<file path="config.mk">
export PLATFORM = sky130hd
export DESIGN_NAME = adc_device_flat
export DESIGN_NICKNAME = d
export VERILOG_FILES = /design/src/adc_pkg.sv /design/src/adc_link_if.sv /design/src/adc_device.sv /design/src/result_formatter.sv /design/src/flat_wrapper.sv
export VERILOG_INCLUDE_DIRS = /design/src
export SDC_FILE = /design/constraint.sdc
export NUM_CORES = 1
export LEC_CHECK = 0
export ABC_AREA = 1
export BUFFER_PORTS_ARGS = -buffer_cell sky130_fd_sc_hd__buf_2
export CORE_ASPECT_RATIO = 0.6
export CORE_UTILIZATION = 51
export CTS_CLUSTER_SIZE = 16
export DETAILED_ROUTE_END_ITERATION = 10
export HOLD_SLACK_MARGIN = 0.06
export PLACE_DENSITY_LB_ADDON = 0.05
export SYNTH_ARGS = -nofsm -noshare
export SYNTH_HDL_FRONTEND = slang
export SYNTH_SLANG_ARGS = --single-unit
</file>
<file path="constraint.sdc">
create_clock -name sys_clk -period 2.39 [get_ports sys_clk]
set_clock_uncertainty 0.1 [all_clocks]
set_input_delay 0.1195 -clock sys_clk [delete_from_list [all_inputs] [get_ports sys_clk]]
set_output_delay 0.1195 -clock sys_clk [all_outputs]
set_load 0.01 [all_outputs]
</file>
<file path="src/adc_cfg.svh">
// Offsets, field positions, reset values and timing counts for the converter link.
// Included by the package users; holds definitions only.
`ifndef ADC_CFG_SVH
`define ADC_CFG_SVH

// Command byte layout
`define CMD_CONV_BIT     7
`define CMD_MC_BIT       6
`define CMD_PTR_MSB      5
`define CMD_PTR_LSB      3
`define CMD_CC_MSB       2
`define CMD_CC_LSB       0
`define CC_CONVERT       3'h0
`define SYNC1_BYTE       8'hff
`define SYNC0_BYTE       8'hfe
`define EXIT_BYTE        8'hff

// Serial frame lengths in serial clocks
`define CMD_BITS         6'h08
`define FLAG_BITS        6'h08
`define DATA_BITS        6'h20
`define READ_BITS        6'h28

// Setup word layout: two setups per word, upper half first
`define SETUP_W          16
`define SETUP_CHAN_MSB   15
`define SETUP_CHAN_LSB   14
`define SETUP_UNI_BIT    6
`define SETUP_RESET      32'h0000_0000

// Result word layout and code limits
`define RES_CODE_MSB     31
`define RES_CODE_LSB     8
`define RES_OF_BIT       2
`define UNI_MAX          24'hffffff
`define UNI_MIN          24'h000000
`define BI_MAX           24'h7fffff
`define BI_MIN           24'h800000

// Controller register map
`define HOST_OP_OFS      32'h0000_0000
`define HOST_STATUS_OFS  32'h0000_0004
`define HOST_RESULT_OFS  32'h0000_0008
`define OP_READ_BIT      8
`define ST_BUSY_BIT      0
`define ST_READY_BIT     1

// Serial clock timing
`define SCLK_HALF_NS     60
`define SYS_CLK_MHZ      200

`endif

</file>
<file path="src/adc_pkg.sv">
// Types shared by both ends of the converter serial link.
// Constants live in adc_cfg.svh.
package adc_pkg;

  typedef enum logic [2:0] {
    DEV_CMD   = 3'b000,
    DEV_CONV  = 3'b001,
    DEV_READY = 3'b010,
    DEV_CLEAR = 3'b011,
    DEV_SHIFT = 3'b100,
    DEV_CAL   = 3'b101
  } dev_state_t;

  typedef enum logic [1:0] {
    H_IDLE = 2'b00,
    H_LOW  = 2'b01,
    H_HIGH = 2'b10
  } host_state_t;

endpackage : adc_pkg

</file>
<file path="src/adc_link_if.sv">
// Three-wire serial link plus chip select between controller and converter.
// The bench joins both modports; no clocking here.
`timescale 1ns/1ps
interface adc_link_if;
  logic sclk;
  logic serial_data_in;
  logic cs_n;
  logic serial_data_out;

  modport device (
    input  sclk,
    input  serial_data_in,
    input  cs_n,
    output serial_data_out
  );

  modport host (
    output sclk,
    output serial_data_in,
    output cs_n,
    input  serial_data_out
  );
endinterface : adc_link_if

</file>
<file path="src/adc_device.sv">
// What this block does
// - Pointer bits pick one of eight setups
// - Byte 10000000 runs one conversion, setup 1
// - Byte 11010000 starts continuous conversions, setup 3
// - Byte 10011001 runs self offset calibration
// - Forty clocks read result, then command mode unless still continuous
// - Data out falls when calibration ends
// - Continuous mode: read and stay, leave, skip
// - Unwritten setups all convert channel one
// - Flush filter on first conversion or channel change
// - Start timing fixed after synchronised command
// - Host watches one device, reads all
// - 32-bit word, MSB first, code in 31:8
// - Bits 7 to 3 read zero
// - Bit 2 flags input beyond span
// - Bits 1:0 give converted channel
// - Unipolar plain binary, bipolar two's complement
// - Codes saturate at the documented limits
// - Span zero..full scale or minus..plus
// - Host holds data in low first eight
// - All ones in flag byte ends continuous
//
// Converter end: serial port on the link, setup words and the analogue
// conversion engine on the user side. Link pins arrive asynchronously.
//
// The AHB-Lite interface to the registers and the placing of the registers were decided locally.
`timescale 1ns/1ps
`include "adc_cfg.svh"
module adc_device #(
  parameter int RAW_W = 26
) (
  input  wire logic             sys_clk,
  input  wire logic             rst_n,
  adc_link_if.device            link,
  input  wire logic             setup_wr,
  input  wire logic [1:0]       setup_idx,
  input  wire logic [31:0]      setup_wdata,
  output logic                  conv_req_ff,
  output logic                  conv_flush_ff,
  output logic      [1:0]       conv_chan_ff,
  output logic                  conv_bipolar_ff,
  input  wire logic             conv_done,
  input  wire logic [RAW_W-1:0] conv_raw,
  output logic                  cal_req_ff,
  output logic      [2:0]       cal_type_ff,
  input  wire logic             cal_done,
  output logic                  cont_mode_ff
);
  adc_pkg::dev_state_t state_ff;
  logic [31:0] setup_ff [4];
  logic [2:0]  sclk_sh_ff;
  logic [1:0]  sdi_sh_ff;
  logic [1:0]  csn_sh_ff;
  logic        sdo_ff;
  logic [7:0]  byte_ff;
  logic [5:0]  cnt_ff;
  logic [31:0] shift_ff;
  logic [1:0]  last_chan_ff;
  logic        chan_known_ff;
  logic [31:0] result_word;
  logic        sclk_rise;
  logic        sclk_fall;
  logic        sdi_s;
  logic [7:0]  byte_in;
  logic [2:0]  ptr;
  logic [15:0] setup_sel;
  logic [1:0]  sel_chan;
  logic        start_conv;
  logic        start_cal;
  logic        again;

  // Two stages before any logic looks at the pins
  always_ff @(posedge sys_clk or negedge rst_n) begin
    if (!rst_n) begin
      sclk_sh_ff <= 3'h0;
      sdi_sh_ff  <= 2'h0;
      csn_sh_ff  <= 2'h3;
    end else begin
      sclk_sh_ff <= {sclk_sh_ff[1:0], link.sclk};
      sdi_sh_ff  <= {sdi_sh_ff[0], link.serial_data_in};
      csn_sh_ff  <= {csn_sh_ff[0], link.cs_n};
    end
  end

  // Deselected device ignores the shared clock
  assign sclk_rise = ~csn_sh_ff[1] & sclk_sh_ff[1] & ~sclk_sh_ff[2];
  assign sclk_fall = ~csn_sh_ff[1] & ~sclk_sh_ff[1] & sclk_sh_ff[2];
  assign sdi_s     = sdi_sh_ff[1];
  assign byte_in   = {byte_ff[6:0], sdi_s};

  // Setup words keep reset contents until written
  always_ff @(posedge sys_clk or negedge rst_n) begin
    if (!rst_n) begin
      for (int i = 0; i < 4; i++) begin
        setup_ff[i] <= `SETUP_RESET;
      end
    end else if (setup_wr) begin
      setup_ff[setup_idx] <= setup_wdata;
    end
  end

  assign ptr       = byte_in[`CMD_PTR_MSB:`CMD_PTR_LSB];
  assign setup_sel = ptr[0] ? setup_ff[ptr[2:1]][`SETUP_W-1:0]
                            : setup_ff[ptr[2:1]][31:`SETUP_W];
  assign sel_chan  = setup_sel[`SETUP_CHAN_MSB:`SETUP_CHAN_LSB];

  // Decode happens on the eighth synchronised rise, a fixed number of
  // clocks after the pin edge, so grouped devices start together
  assign start_conv = state_ff == adc_pkg::DEV_CMD && sclk_rise
                    && cnt_ff == `CMD_BITS - 6'h01
                    && byte_in[`CMD_CONV_BIT]
                    && byte_in[`CMD_CC_MSB:`CMD_CC_LSB] == `CC_CONVERT
                    && byte_in != `SYNC0_BYTE;
  assign start_cal  = state_ff == adc_pkg::DEV_CMD && sclk_rise
                    && cnt_ff == `CMD_BITS - 6'h01
                    && byte_in[`CMD_CONV_BIT]
                    && byte_in[`CMD_CC_MSB:`CMD_CC_LSB] != `CC_CONVERT
                    && byte_in != `SYNC1_BYTE
                    && byte_in != `SYNC0_BYTE;

  // Continuous mode asks for the next sample as soon as one lands
  assign again = cont_mode_ff & conv_done;

  always_ff @(posedge sys_clk or negedge rst_n) begin
    if (!rst_n) begin
      conv_req_ff     <= 1'b0;
      conv_flush_ff   <= 1'b0;
      conv_chan_ff    <= 2'h0;
      conv_bipolar_ff <= 1'b0;
    end else if (start_conv) begin
      conv_req_ff     <= 1'b1;
      conv_chan_ff    <= sel_chan;
      conv_bipolar_ff <= ~setup_sel[`SETUP_UNI_BIT];
      conv_flush_ff   <= ~chan_known_ff | (sel_chan != last_chan_ff);
    end else if (again) begin
      conv_req_ff     <= 1'b1;
      conv_flush_ff   <= 1'b0;
    end else begin
      conv_req_ff     <= 1'b0;
      conv_flush_ff   <= 1'b0;
    end
  end

  // Last converted channel decides whether the filter must restart
  always_ff @(posedge sys_clk or negedge rst_n) begin
    if (!rst_n) begin
      last_chan_ff  <= 2'h0;
      chan_known_ff <= 1'b0;
    end else if (conv_req_ff) begin
      last_chan_ff  <= conv_chan_ff;
      chan_known_ff <= 1'b1;
    end
  end

  always_ff @(posedge sys_clk or negedge rst_n) begin
    if (!rst_n) begin
      cal_req_ff  <= 1'b0;
      cal_type_ff <= 3'h0;
    end else begin
      cal_req_ff <= start_cal;
      if (start_cal) begin
        cal_type_ff <= byte_in[`CMD_CC_MSB:`CMD_CC_LSB];
      end
    end
  end

  result_formatter #(
    .RAW_W (RAW_W)
  ) u_fmt (
    .sys_clk (sys_clk),
    .rst_n   (rst_n),
    .load    (conv_done),
    .raw     (conv_raw),
    .bipolar (conv_bipolar_ff),
    .chan    (conv_chan_ff),
    .word_ff (result_word)
  );

  // Serial port sequencing
  always_ff @(posedge sys_clk or negedge rst_n) begin
    if (!rst_n) begin
      state_ff     <= adc_pkg::DEV_CMD;
      sdo_ff       <= 1'b1;
      byte_ff      <= 8'h00;
      cnt_ff       <= 6'h00;
      shift_ff     <= 32'h0000_0000;
      cont_mode_ff <= 1'b0;
    end else begin
      case (state_ff)
        adc_pkg::DEV_CMD: begin
          if (sclk_rise) begin
            sdo_ff  <= 1'b1;
            byte_ff <= byte_in;
            cnt_ff  <= cnt_ff + 6'h01;
            if (cnt_ff == `CMD_BITS - 6'h01) begin
              cnt_ff <= 6'h00;
              if (start_conv) begin
                cont_mode_ff <= byte_in[`CMD_MC_BIT];
                state_ff     <= adc_pkg::DEV_CONV;
              end else if (start_cal) begin
                state_ff <= adc_pkg::DEV_CAL;
              end
            end
          end
        end
        adc_pkg::DEV_CONV: begin
          if (conv_done) begin
            sdo_ff   <= 1'b0;
            state_ff <= adc_pkg::DEV_READY;
          end
        end
        adc_pkg::DEV_READY: begin
          if (sclk_rise) begin
            sdo_ff   <= 1'b1;
            byte_ff  <= byte_in;
            cnt_ff   <= 6'h01;
            state_ff <= adc_pkg::DEV_CLEAR;
          end else begin
            // Unread word replaced: flag blinks high for one cycle
            sdo_ff <= conv_done;
          end
        end
        adc_pkg::DEV_CLEAR: begin
          if (sclk_rise) begin
            byte_ff <= byte_in;
            cnt_ff  <= cnt_ff + 6'h01;
            if (cnt_ff == `FLAG_BITS - 6'h01) begin
              cnt_ff   <= 6'h00;
              shift_ff <= result_word;
              state_ff <= adc_pkg::DEV_SHIFT;
              if (byte_in == `EXIT_BYTE) begin
                cont_mode_ff <= 1'b0;
              end
            end
          end
        end
        adc_pkg::DEV_SHIFT: begin
          if (sclk_fall) begin
            sdo_ff   <= shift_ff[31];
            shift_ff <= {shift_ff[30:0], 1'b0};
          end
          if (sclk_rise) begin
            cnt_ff <= cnt_ff + 6'h01;
            if (cnt_ff == `DATA_BITS - 6'h01) begin
              cnt_ff   <= 6'h00;
              sdo_ff   <= 1'b1;
              state_ff <= cont_mode_ff ? adc_pkg::DEV_CONV
                                       : adc_pkg::DEV_CMD;
            end
          end
        end
        adc_pkg::DEV_CAL: begin
          if (cal_done) begin
            sdo_ff   <= 1'b0;
            state_ff <= adc_pkg::DEV_CMD;
          end
        end
        default: begin
          state_ff <= adc_pkg::DEV_CMD;
        end
      endcase
    end
  end

  assign link.serial_data_out = sdo_ff;
endmodule : adc_device

</file>
<file path="src/result_formatter.sv">
// Clamps a raw sample to a 24-bit code and packs the 32-bit result word.
// Assumes raw is a signed count in code units with headroom above 24 bits.
`timescale 1ns/1ps
`include "adc_cfg.svh"
module result_formatter #(
  parameter int RAW_W = 26
) (
  input  wire logic             sys_clk,
  input  wire logic             rst_n,
  input  wire logic             load,
  input  wire logic [RAW_W-1:0] raw,
  input  wire logic             bipolar,
  input  wire logic [1:0]       chan,
  output logic      [31:0]      word_ff
);
  logic signed [RAW_W-1:0] s_raw;
  logic        [23:0]      code;
  logic                    over;

  assign s_raw = raw;

  always_comb begin
    code = s_raw[23:0];
    over = 1'b0;
    if (bipolar) begin
      if (s_raw > $signed({{(RAW_W-24){1'b0}}, `BI_MAX})) begin
        code = `BI_MAX;
        over = 1'b1;
      end else if (s_raw < -$signed({{(RAW_W-24){1'b0}}, `BI_MIN})) begin
        code = `BI_MIN;
        over = 1'b1;
      end
    end else begin
      if (s_raw > $signed({{(RAW_W-24){1'b0}}, `UNI_MAX})) begin
        code = `UNI_MAX;
        over = 1'b1;
      end else if (s_raw < 0) begin
        code = `UNI_MIN;
        over = 1'b1;
      end
    end
  end

  // Code, flag and channel land together so one word tells one sample
  always_ff @(posedge sys_clk or negedge rst_n) begin
    if (!rst_n) begin
      word_ff <= 32'h0000_0000;
    end else if (load) begin
      word_ff <= {code, 5'h00, over, chan};
    end
  end
endmodule : result_formatter

</file>
<file path="src/flat_wrapper.sv">
// flat-port wrapper written by rule: the top's interface ports become plain ports
module adc_device_flat 
#(
  parameter int RAW_W = 26
)
  (sys_clk, rst_n, setup_wr, setup_idx, setup_wdata, conv_req_ff, conv_flush_ff, conv_chan_ff, conv_bipolar_ff, conv_done, conv_raw, cal_req_ff, cal_type_ff, cal_done, cont_mode_ff, link_sclk, link_serial_data_in, link_cs_n, link_serial_data_out);
  adc_link_if link_i ();
  input  wire logic sys_clk;
  input  wire logic rst_n;
  input  wire logic setup_wr;
  input  wire logic [1:0] setup_idx;
  input  wire logic [31:0] setup_wdata;
  output logic conv_req_ff;
  output logic conv_flush_ff;
  output logic      [1:0] conv_chan_ff;
  output logic conv_bipolar_ff;
  input  wire logic conv_done;
  input  wire logic [RAW_W-1:0] conv_raw;
  output logic cal_req_ff;
  output logic      [2:0] cal_type_ff;
  input  wire logic cal_done;
  output logic cont_mode_ff;
  input wire logic [$bits(link_i.sclk)-1:0] link_sclk;
  input wire logic [$bits(link_i.serial_data_in)-1:0] link_serial_data_in;
  input wire logic [$bits(link_i.cs_n)-1:0] link_cs_n;
  output wire logic [$bits(link_i.serial_data_out)-1:0] link_serial_data_out;
  assign link_i.sclk = link_sclk;
  assign link_i.serial_data_in = link_serial_data_in;
  assign link_i.cs_n = link_cs_n;
  assign link_serial_data_out = link_i.serial_data_out;
  adc_device #(.RAW_W(RAW_W)) u_core (.sys_clk(sys_clk), .rst_n(rst_n), .link(link_i), .setup_wr(setup_wr), .setup_idx(setup_idx), .setup_wdata(setup_wdata), .conv_req_ff(conv_req_ff), .conv_flush_ff(conv_flush_ff), .conv_chan_ff(conv_chan_ff), .conv_bipolar_ff(conv_bipolar_ff), .conv_done(conv_done), .conv_raw(conv_raw), .cal_req_ff(cal_req_ff), .cal_type_ff(cal_type_ff), .cal_done(cal_done), .cont_mode_ff(cont_mode_ff));
endmodule
</file>
==> results.cfg, run 1 <==
[outcome]
outcome = complete, no violations

[detailed_routing]
ant_nets = 0
drt_iter0_drc = 319
routed_wl_um = 13100
dr.pass1.iters = 7
drc = 0
viasPerCell = 5.12
route.vias.total = 4995
wl_per_cell_um = 13.5

[global_route]
grt_pass1_wl_um = 22600
antenna_found_initial = 0
first_global_vias = 4667
gr-usage-all-layers_pct = 24.5
grt_max_degree = 67
grt_remaining_overflow = 0

[die]
die_w_um = 139
die_y_um = 84.2
start_util_pct = 53.4
core_area_mm2 = 0.0107
die_area_mm2 = 0.0117
rows = 29
io_pins = 79

[sta]
rsz0062_at_grt = no
worstMarginPinSlew_ns = 0.824
max_freq_mhz = 543
finalSetupViolations = 0
finalSetupTns_ns = 0
min_period_ns = 1.84
period_share_pct = 77.1
finalHoldViolations = 0
slew_headroom_pct = 45.1
slew_violations = 0

[synthesis]
synth_top_area_share_pct = 51.0
syn_area_per_cell_um2 = 7.76
syn-num-nets = 808
ys_ff_latch = 120
muxShareOfSynthArea_pct = 0
yosysMostFrequentCell = nand2_1
post-synth-top-area-cell = dfrtp_1
seq_area_frac_synth_pct = 52.4
synth_top_family_by_area = simple AND/OR/NAND/NOR gates
syn_area_mm2 = 0.00574
ys_types = 33
synth-adder-area-share_pct = 0.218
synth-simple-area-share_pct = 22.1
synth_compound_area_share_pct = 16.0
synth_warnings = 0
synth_area_leaders = dfrtp_1 51%, nand2_1 13%, o21ai_0 10%
synth-edff-count = 0
postSynthCellCount = 739
synthFlopType = dfrtp_1
yosys-top-cells-count = 205 x nand2_1, 117 x dfrtp_1, 117 x o21ai_0
async_reset_ff_share_pct = 100
synth_xor_xnor_area_share_pct = 0.153

[power]
total_power_mw = 5.60
vdd_drop_max_mv = 0.600
p_leak_nw = 3.50
p_per_area_mw_per_mm2 = 793

[setup_path]
crit_arrival_ns = 2.04
required_ns = 2.59
critPathMaxFanout = 9
cp-start-kind = register
crit_type = register to register
regToRegSetupSlack_ns = 0.55
endpoint_kind = register

[clock_tree]
cts-hold-fix-buffers = 35
cts_buffer_depth = 2
clockRootBuffer = clkbuf_16
htree_num_levels = 4
clock-sinks = 120
cts_tree = done
cts_inserted_buffers = 17
ctsResizeCount = 0
cts_setup_buffers = 0
clk_pin_slew_worst_paths_ns = 0.06
clock_latency_ns = 0.41

[hold_path]
hold_class = primary input to register

[layout]
antenna_cells = 0
drive_above_1_share_pct = 13.6
syn2layout_area_growth_pct = 23.2
fin_nets = 892

[job]
cap_violations = 0

[place]
dp_hpwl_um = 8490
portBuffers = 52
place_congestion = 0.831
## final cells by class
type	count	area (um^2)
well taps	139	174
clock buffers	17	425
repair buffers	96	693
inverters	104	390
flip-flops and latches	120	3010
multi-input cells	484	2210
fillers	909	3670
clock inverters	15	169
## critical path, cell delays in order, from the launching register on
cell,delay [ns]
dfrtp_1,0.48
nor2_4,0.20
nand2_2,0.11
nor2_2,0.13
nand3_2,0.20
nand2_1,0.16
inv_2,0.05
nand2_2,0.08
nand2_1,0.09
nand2_1,0.07
nand2_1,0.05
## final timing paths
path,start,to,cells past startpoint
max,u_core.state_ff[1]$_DFFE_PN0P_,u_core.state_ff[0]$_DFFE_PN0P_,10
min,conv_done,u_core.u_fmt.word_ff[8]$_DFFE_PN0P_,4
max reg2reg,u_core.state_ff[1]$_DFFE_PN0P_,u_core.state_ff[0]$_DFFE_PN0P_,10
min reg2reg,u_core.sclk_sh_ff[0]$_DFF_PN0_,u_core.sclk_sh_ff[1]$_DFF_PN0_,0
max in group asynchronous,rst_n,u_core.u_fmt.word_ff[1]$_DFFE_PN0P_,3
min in group asynchronous,rst_n,u_core.state_ff[2]$_DFFE_PN0P_,3
## cell usage in the layout (no fill, tap or decap), types with 2 or more instances in the layout
| cell type | n |
|---|---|
| a21oi_1 | 21 |
| buf_2 | 51 |
| buf_4 | 9 |
| bufinv_16 | 2 |
| clkbuf_16 | 17 |
| clkinv_4 | 6 |
| dfrtp_1 | 117 |
| dfstp_2 | 3 |
| dlygate4sd3_1 | 35 |
| inv_1 | 98 |
| inv_2 | 6 |
| inv_6 | 5 |
| nand2_1 | 205 |
| nand2_2 | 3 |
| nand3_1 | 50 |
| nor2_1 | 33 |
| nor2_4 | 2 |
| nor3_1 | 7 |
| o21ai_0 | 117 |
| o21ai_1 | 31 |
## power breakdown
part	leakage (nW)	total [mW]	switching, mW	internal, mW
Clock	0.289	2.56	1.00	1.56
Sequential	1.55	2.34	0.126	2.21
Combinational	1.66	0.705	0.433	0.272
## sequential cells by signal, indices dropped and copies added, names as in the netlist, 3 cells and up
name	count
u_core.sclk_sh_ff	3
u_core.setup_ff	24
u_core.byte_ff	7
u_core.cal_type_ff	3
u_core.shift_ff	32
u_core.cnt_ff	6
u_core.state_ff	3
u_core.u_fmt.word_ff	27
## routing by layer
layer,track usage [%],wire length [um],vias up
met5,0,0,-
met4,7.37,102,0
met3,5.99,626,10
met2,36.5,5760,125
met1,35.5,6650,2339
li1,-,-,2521
## through the flow
stage / utilization, % / hold slack [ns] / area [um^2] / setup WS (ns) / std cells
2_1_floorplan: - / -0.276 / 5740 / 0.767 / 739
3_3_place_gp: 57.0 / 0.128 / 6120 / 0.593 / 908
3_5_place_dp: 57.0 / 0.128 / 6120 / 0.555 / 908
4_1_cts: 65.8 / 0.0917 / 7070 / 0.550 / 975
5_1_grt: 65.8 / 0.137 / 7070 / 0.317 / 975
6_report: 65.8 / 0.0901 / 7070 / 0.548 / 975
## cells by family (layout without fill, tap and decap cells)
family | Yosys count | count (layout)
compound gates | 176 | 176
flops | 120 | 120
fa+ha+maj | 1 | 1
simple gates | 306 | 306
buf+inv | 135 | 232
xor+xnor | 1 | 1
(Power assumes the default switching activity.)
==> run 2, diff against run 1 <==
--- a/config.mk
+++ b/config.mk
@@ -6,7 +6,7 @@
 export SDC_FILE = /design/constraint.sdc
 export NUM_CORES = 1
 export LEC_CHECK = 0
-export ABC_AREA = 1
+export ABC_AREA = 0
 export BUFFER_PORTS_ARGS = -buffer_cell sky130_fd_sc_hd__buf_2
 export CORE_ASPECT_RATIO = 0.6
 export CORE_UTILIZATION = 51
==> constraint.sdc (replaced) <==
create_clock -name sys_clk -period 1.8 [get_ports sys_clk]
set_clock_uncertainty 0.1 [all_clocks]
set_input_delay 0.09 -clock sys_clk [delete_from_list [all_inputs] [get_ports sys_clk]]
set_output_delay 0.09 -clock sys_clk [all_outputs]
set_load 0.01 [all_outputs]
==> results.cfg, run 2 <==
[outcome]
outcome = complete, but fails checks
violations = setup timing

[layout]
fin_cells = 818
syn2layout_area_growth_pct = 41.4
drive_above_1_share_pct = 34.7
antenna_cells = 0
design_area_mm2 = 0.00759
final_cell_mix = 117 x dfrtp_1, 80 x nor2_1, 65 x nand2_1
largest-register = u_core.shift_ff
layout_commonest_cell = dfrtp_1
largest_reg_flops = 32
fillers = 653
reg.largest.list = u_core.shift_ff (32), u_core.u_fmt.word_ff (27), u_core.setup_ff (24)
fin_nets = 740

[setup_path]
cp.depth = 7
endpoint_kind = register
required_ns = 1.99
critPathMaxFanout = 4
regToRegSetupSlack_ns = -0.26
reg2reg_from = u_core.cnt_ff[0]$_DFFE_PN0P_
worst-path-buf-inv = 1
reg2regPathDepth = 7
crit_type = register to register
regToRegEndpoint = u_core.state_ff[0]$_DFFE_PN0P_
cp_slowest_stage_delay_ns = 0.35
crit_chain = ha_1 -> and3b_2 -> buf_4 -> nand3_4 -> a22o_1 -> a211oi_4 -> mux2_4
slowest_stage = dfrtp_1
cp-start-kind = register
cp_top_family = compound AO/OA/AOI/OAI gates
crit_arrival_ns = 2.26

[place]
postPlaceCellArea_mm2 = 0.00622
place_congestion = 0.850
portBuffers = 52
dp_hpwl_um = 8260
place_inst = 738

[sta]
finalHoldViolations = 0
min_period_ns = 2.06
hold_slack_ns = 0.0795
rsz0062_at_grt = yes
finalSetupTns_ns = -4.95
setup_slack_ns = -0.263
finalSetupViolations = 45
slew_headroom_pct = 68.4
slew_violations = 0
max_freq_mhz = 485
period_share_pct = 115
worstMarginPinSlew_ns = 0.473

[power]
p_per_area_mw_per_mm2 = 1040
vdd_drop_max_mv = 0.747
p_clk_share_pct = 41.9
p_leak_nw = 3.46
sw_frac_of_total_pct = 26.6
p_int_mw = 5.81
power_switching_mw = 2.11
power_frac_comb_pct = 18.2
p_seq_share_pct = 39.9

[global_route]
met3_usage_pct = 5.56
grt_max_degree = 36
met1_usage_pct = 39.5
top_usage_layer = met2
gr-usage-all-layers_pct = 27.9
first_global_vias = 4591
grt_pass1_wl_um = 23300
grt_util_met2_pct = 43.4
antenna_found_initial = 0
grt_remaining_overflow = 0

[synthesis]
yosys-top-cells-count = 117 x dfrtp_1, 83 x nor2_1, 66 x nand2_1
syn-num-nets = 585
post-synth-top-area-cell = dfrtp_1
syn_area_mm2 = 0.00537
synthFlopType = dfrtp_1
async_reset_ff_share_pct = 100
synth_warnings = 0
postSynthCellCount = 516
ys_types = 50
syn_area_per_cell_um2 = 10.4
yosysMostFrequentCell = dfrtp_1
ys_ff_latch = 120
synth_top_area_share_pct = 54.5
synth-edff-count = 0
synth_area_leaders = dfrtp_1 55%, mux2_2 8.0%, nor2_1 5.8%
seq_area_frac_synth_pct = 56.0

[die]
die_w_um = 134
rows = 28
start_util_pct = 53.4
core_area_mm2 = 0.0101
io_pins = 79
die_y_um = 81.5
die_area_mm2 = 0.0110

[detailed_routing]
drt_iter0_drc = 330
wl_per_cell_um = 17.1
drc = 0
viasPerCell = 5.55
route.vias.total = 4542
dr.pass1.iters = 7
routed_wl_um = 14000
ant_nets = 0

[job]
cap_violations = 0

[hold_path]
hold_class = primary input to async pin

[clock_tree]
htree_num_levels = 4
clock_latency_ns = 0.41
clockRootBuffer = clkbuf_16
cts_buffer_depth = 2
clock-sinks = 120
cts_inserted_buffers = 17
cts_tree = done
clk_pin_slew_worst_paths_ns = 0.06
==> run 2: logic make-up (layout without fill, tap and decap cells) <==
| kind of cell | count (synthesis) | count (layout) | share of synthesized area (%) |
|---|---|---|---|
| flip-flops | 120 | 120 | 56.0 |
| XOR/XNOR | 2 | 2 | 0.326 |
| adder cells (fa/ha/maj) | 1 | 1 | 0.233 |
| AND/OR/NAND/NOR | 198 | 198 | 16.7 |
| multiplexers | 48 | 48 | 11.3 |
| AO/OA/AOI/OAI | 106 | 106 | 12.4 |
| buffers and inverters | 41 | 208 | 3.05 |
==> run 2: final cells by class <==
| cell class | count | area, um^2 | area share, % |
|---|---|---|---|
| inverter | 13 | 48.8 | 0.643 |
| clock inverter | 14 | 149 | 1.96 |
| clock buffer | 17 | 425 | 5.60 |
| tap | 135 | 169 | 2.23 |
| sequential | 120 | 3010 | 39.6 |
| timing repair buffer | 164 | 1380 | 18.1 |
| multi-input combinational | 355 | 2410 | 31.8 |
==> run 2: what timing repair did <==
item,in CTS,in global routing
cloned,3,1
pin swaps,7,6
setup buffers,4,3
gates resized for setup,28,23
hold endpoints to repair,170,0
endpoints found under the setup margin,50,54
hold buffers,38,0
==> run 2: power groups by stage <==
| stage | registers [mW] | clock network [mW] | logic [mW] |
|---|---|---|---|
| finish | 3.16 | 3.32 | 1.44 |
| global route | 3.19 | 3.48 | 1.57 |
| CTS | 3.15 | 3.35 | 1.38 |
| detailed placement | 3.19 | 0 | 1.28 |
| global placement | 3.18 | 0 | 1.24 |
| floorplan | 3.16 | 0 | 0.730 |
==> run 2: worst max path at each step <==
stage                                       from                             end
finish              u_core.cnt_ff[0]$_DFFE_PN0P_  u_core.state_ff[0]$_DFFE_PN0P_
global route        u_core.cnt_ff[1]$_DFFE_PN0P_  u_core.state_ff[0]$_DFFE_PN0P_
CTS                 u_core.cnt_ff[0]$_DFFE_PN0P_  u_core.state_ff[0]$_DFFE_PN0P_
detailed placement  u_core.cnt_ff[0]$_DFFE_PN0P_  u_core.state_ff[0]$_DFFE_PN0P_
global placement    u_core.cnt_ff[0]$_DFFE_PN0P_  u_core.state_ff[0]$_DFFE_PN0P_
floorplan           u_core.cnt_ff[0]$_DFFE_PN0P_  u_core.state_ff[0]$_DFFE_PN0P_
==> run 2: through the flow <==
stage / utilization [%] / power (mW) / worst slack (ns)
final: 75.5 / 7.93 / -0.263
after global routing: 75.5 / 8.24 / -0.316
after CTS: 73.7 / 7.88 / -0.250
after detailed placement: 61.8 / 4.47 / -0.274
after global placement: 61.8 / 4.42 / -0.187
after floorplan: - / 3.89 / -0.259
==> run 2: per-layer routing <==
metal	routed length, um	vias up
li1	-	2131
met1	6720	2260
met2	6490	135
met3	664	16
met4	139	0
met5	0	-
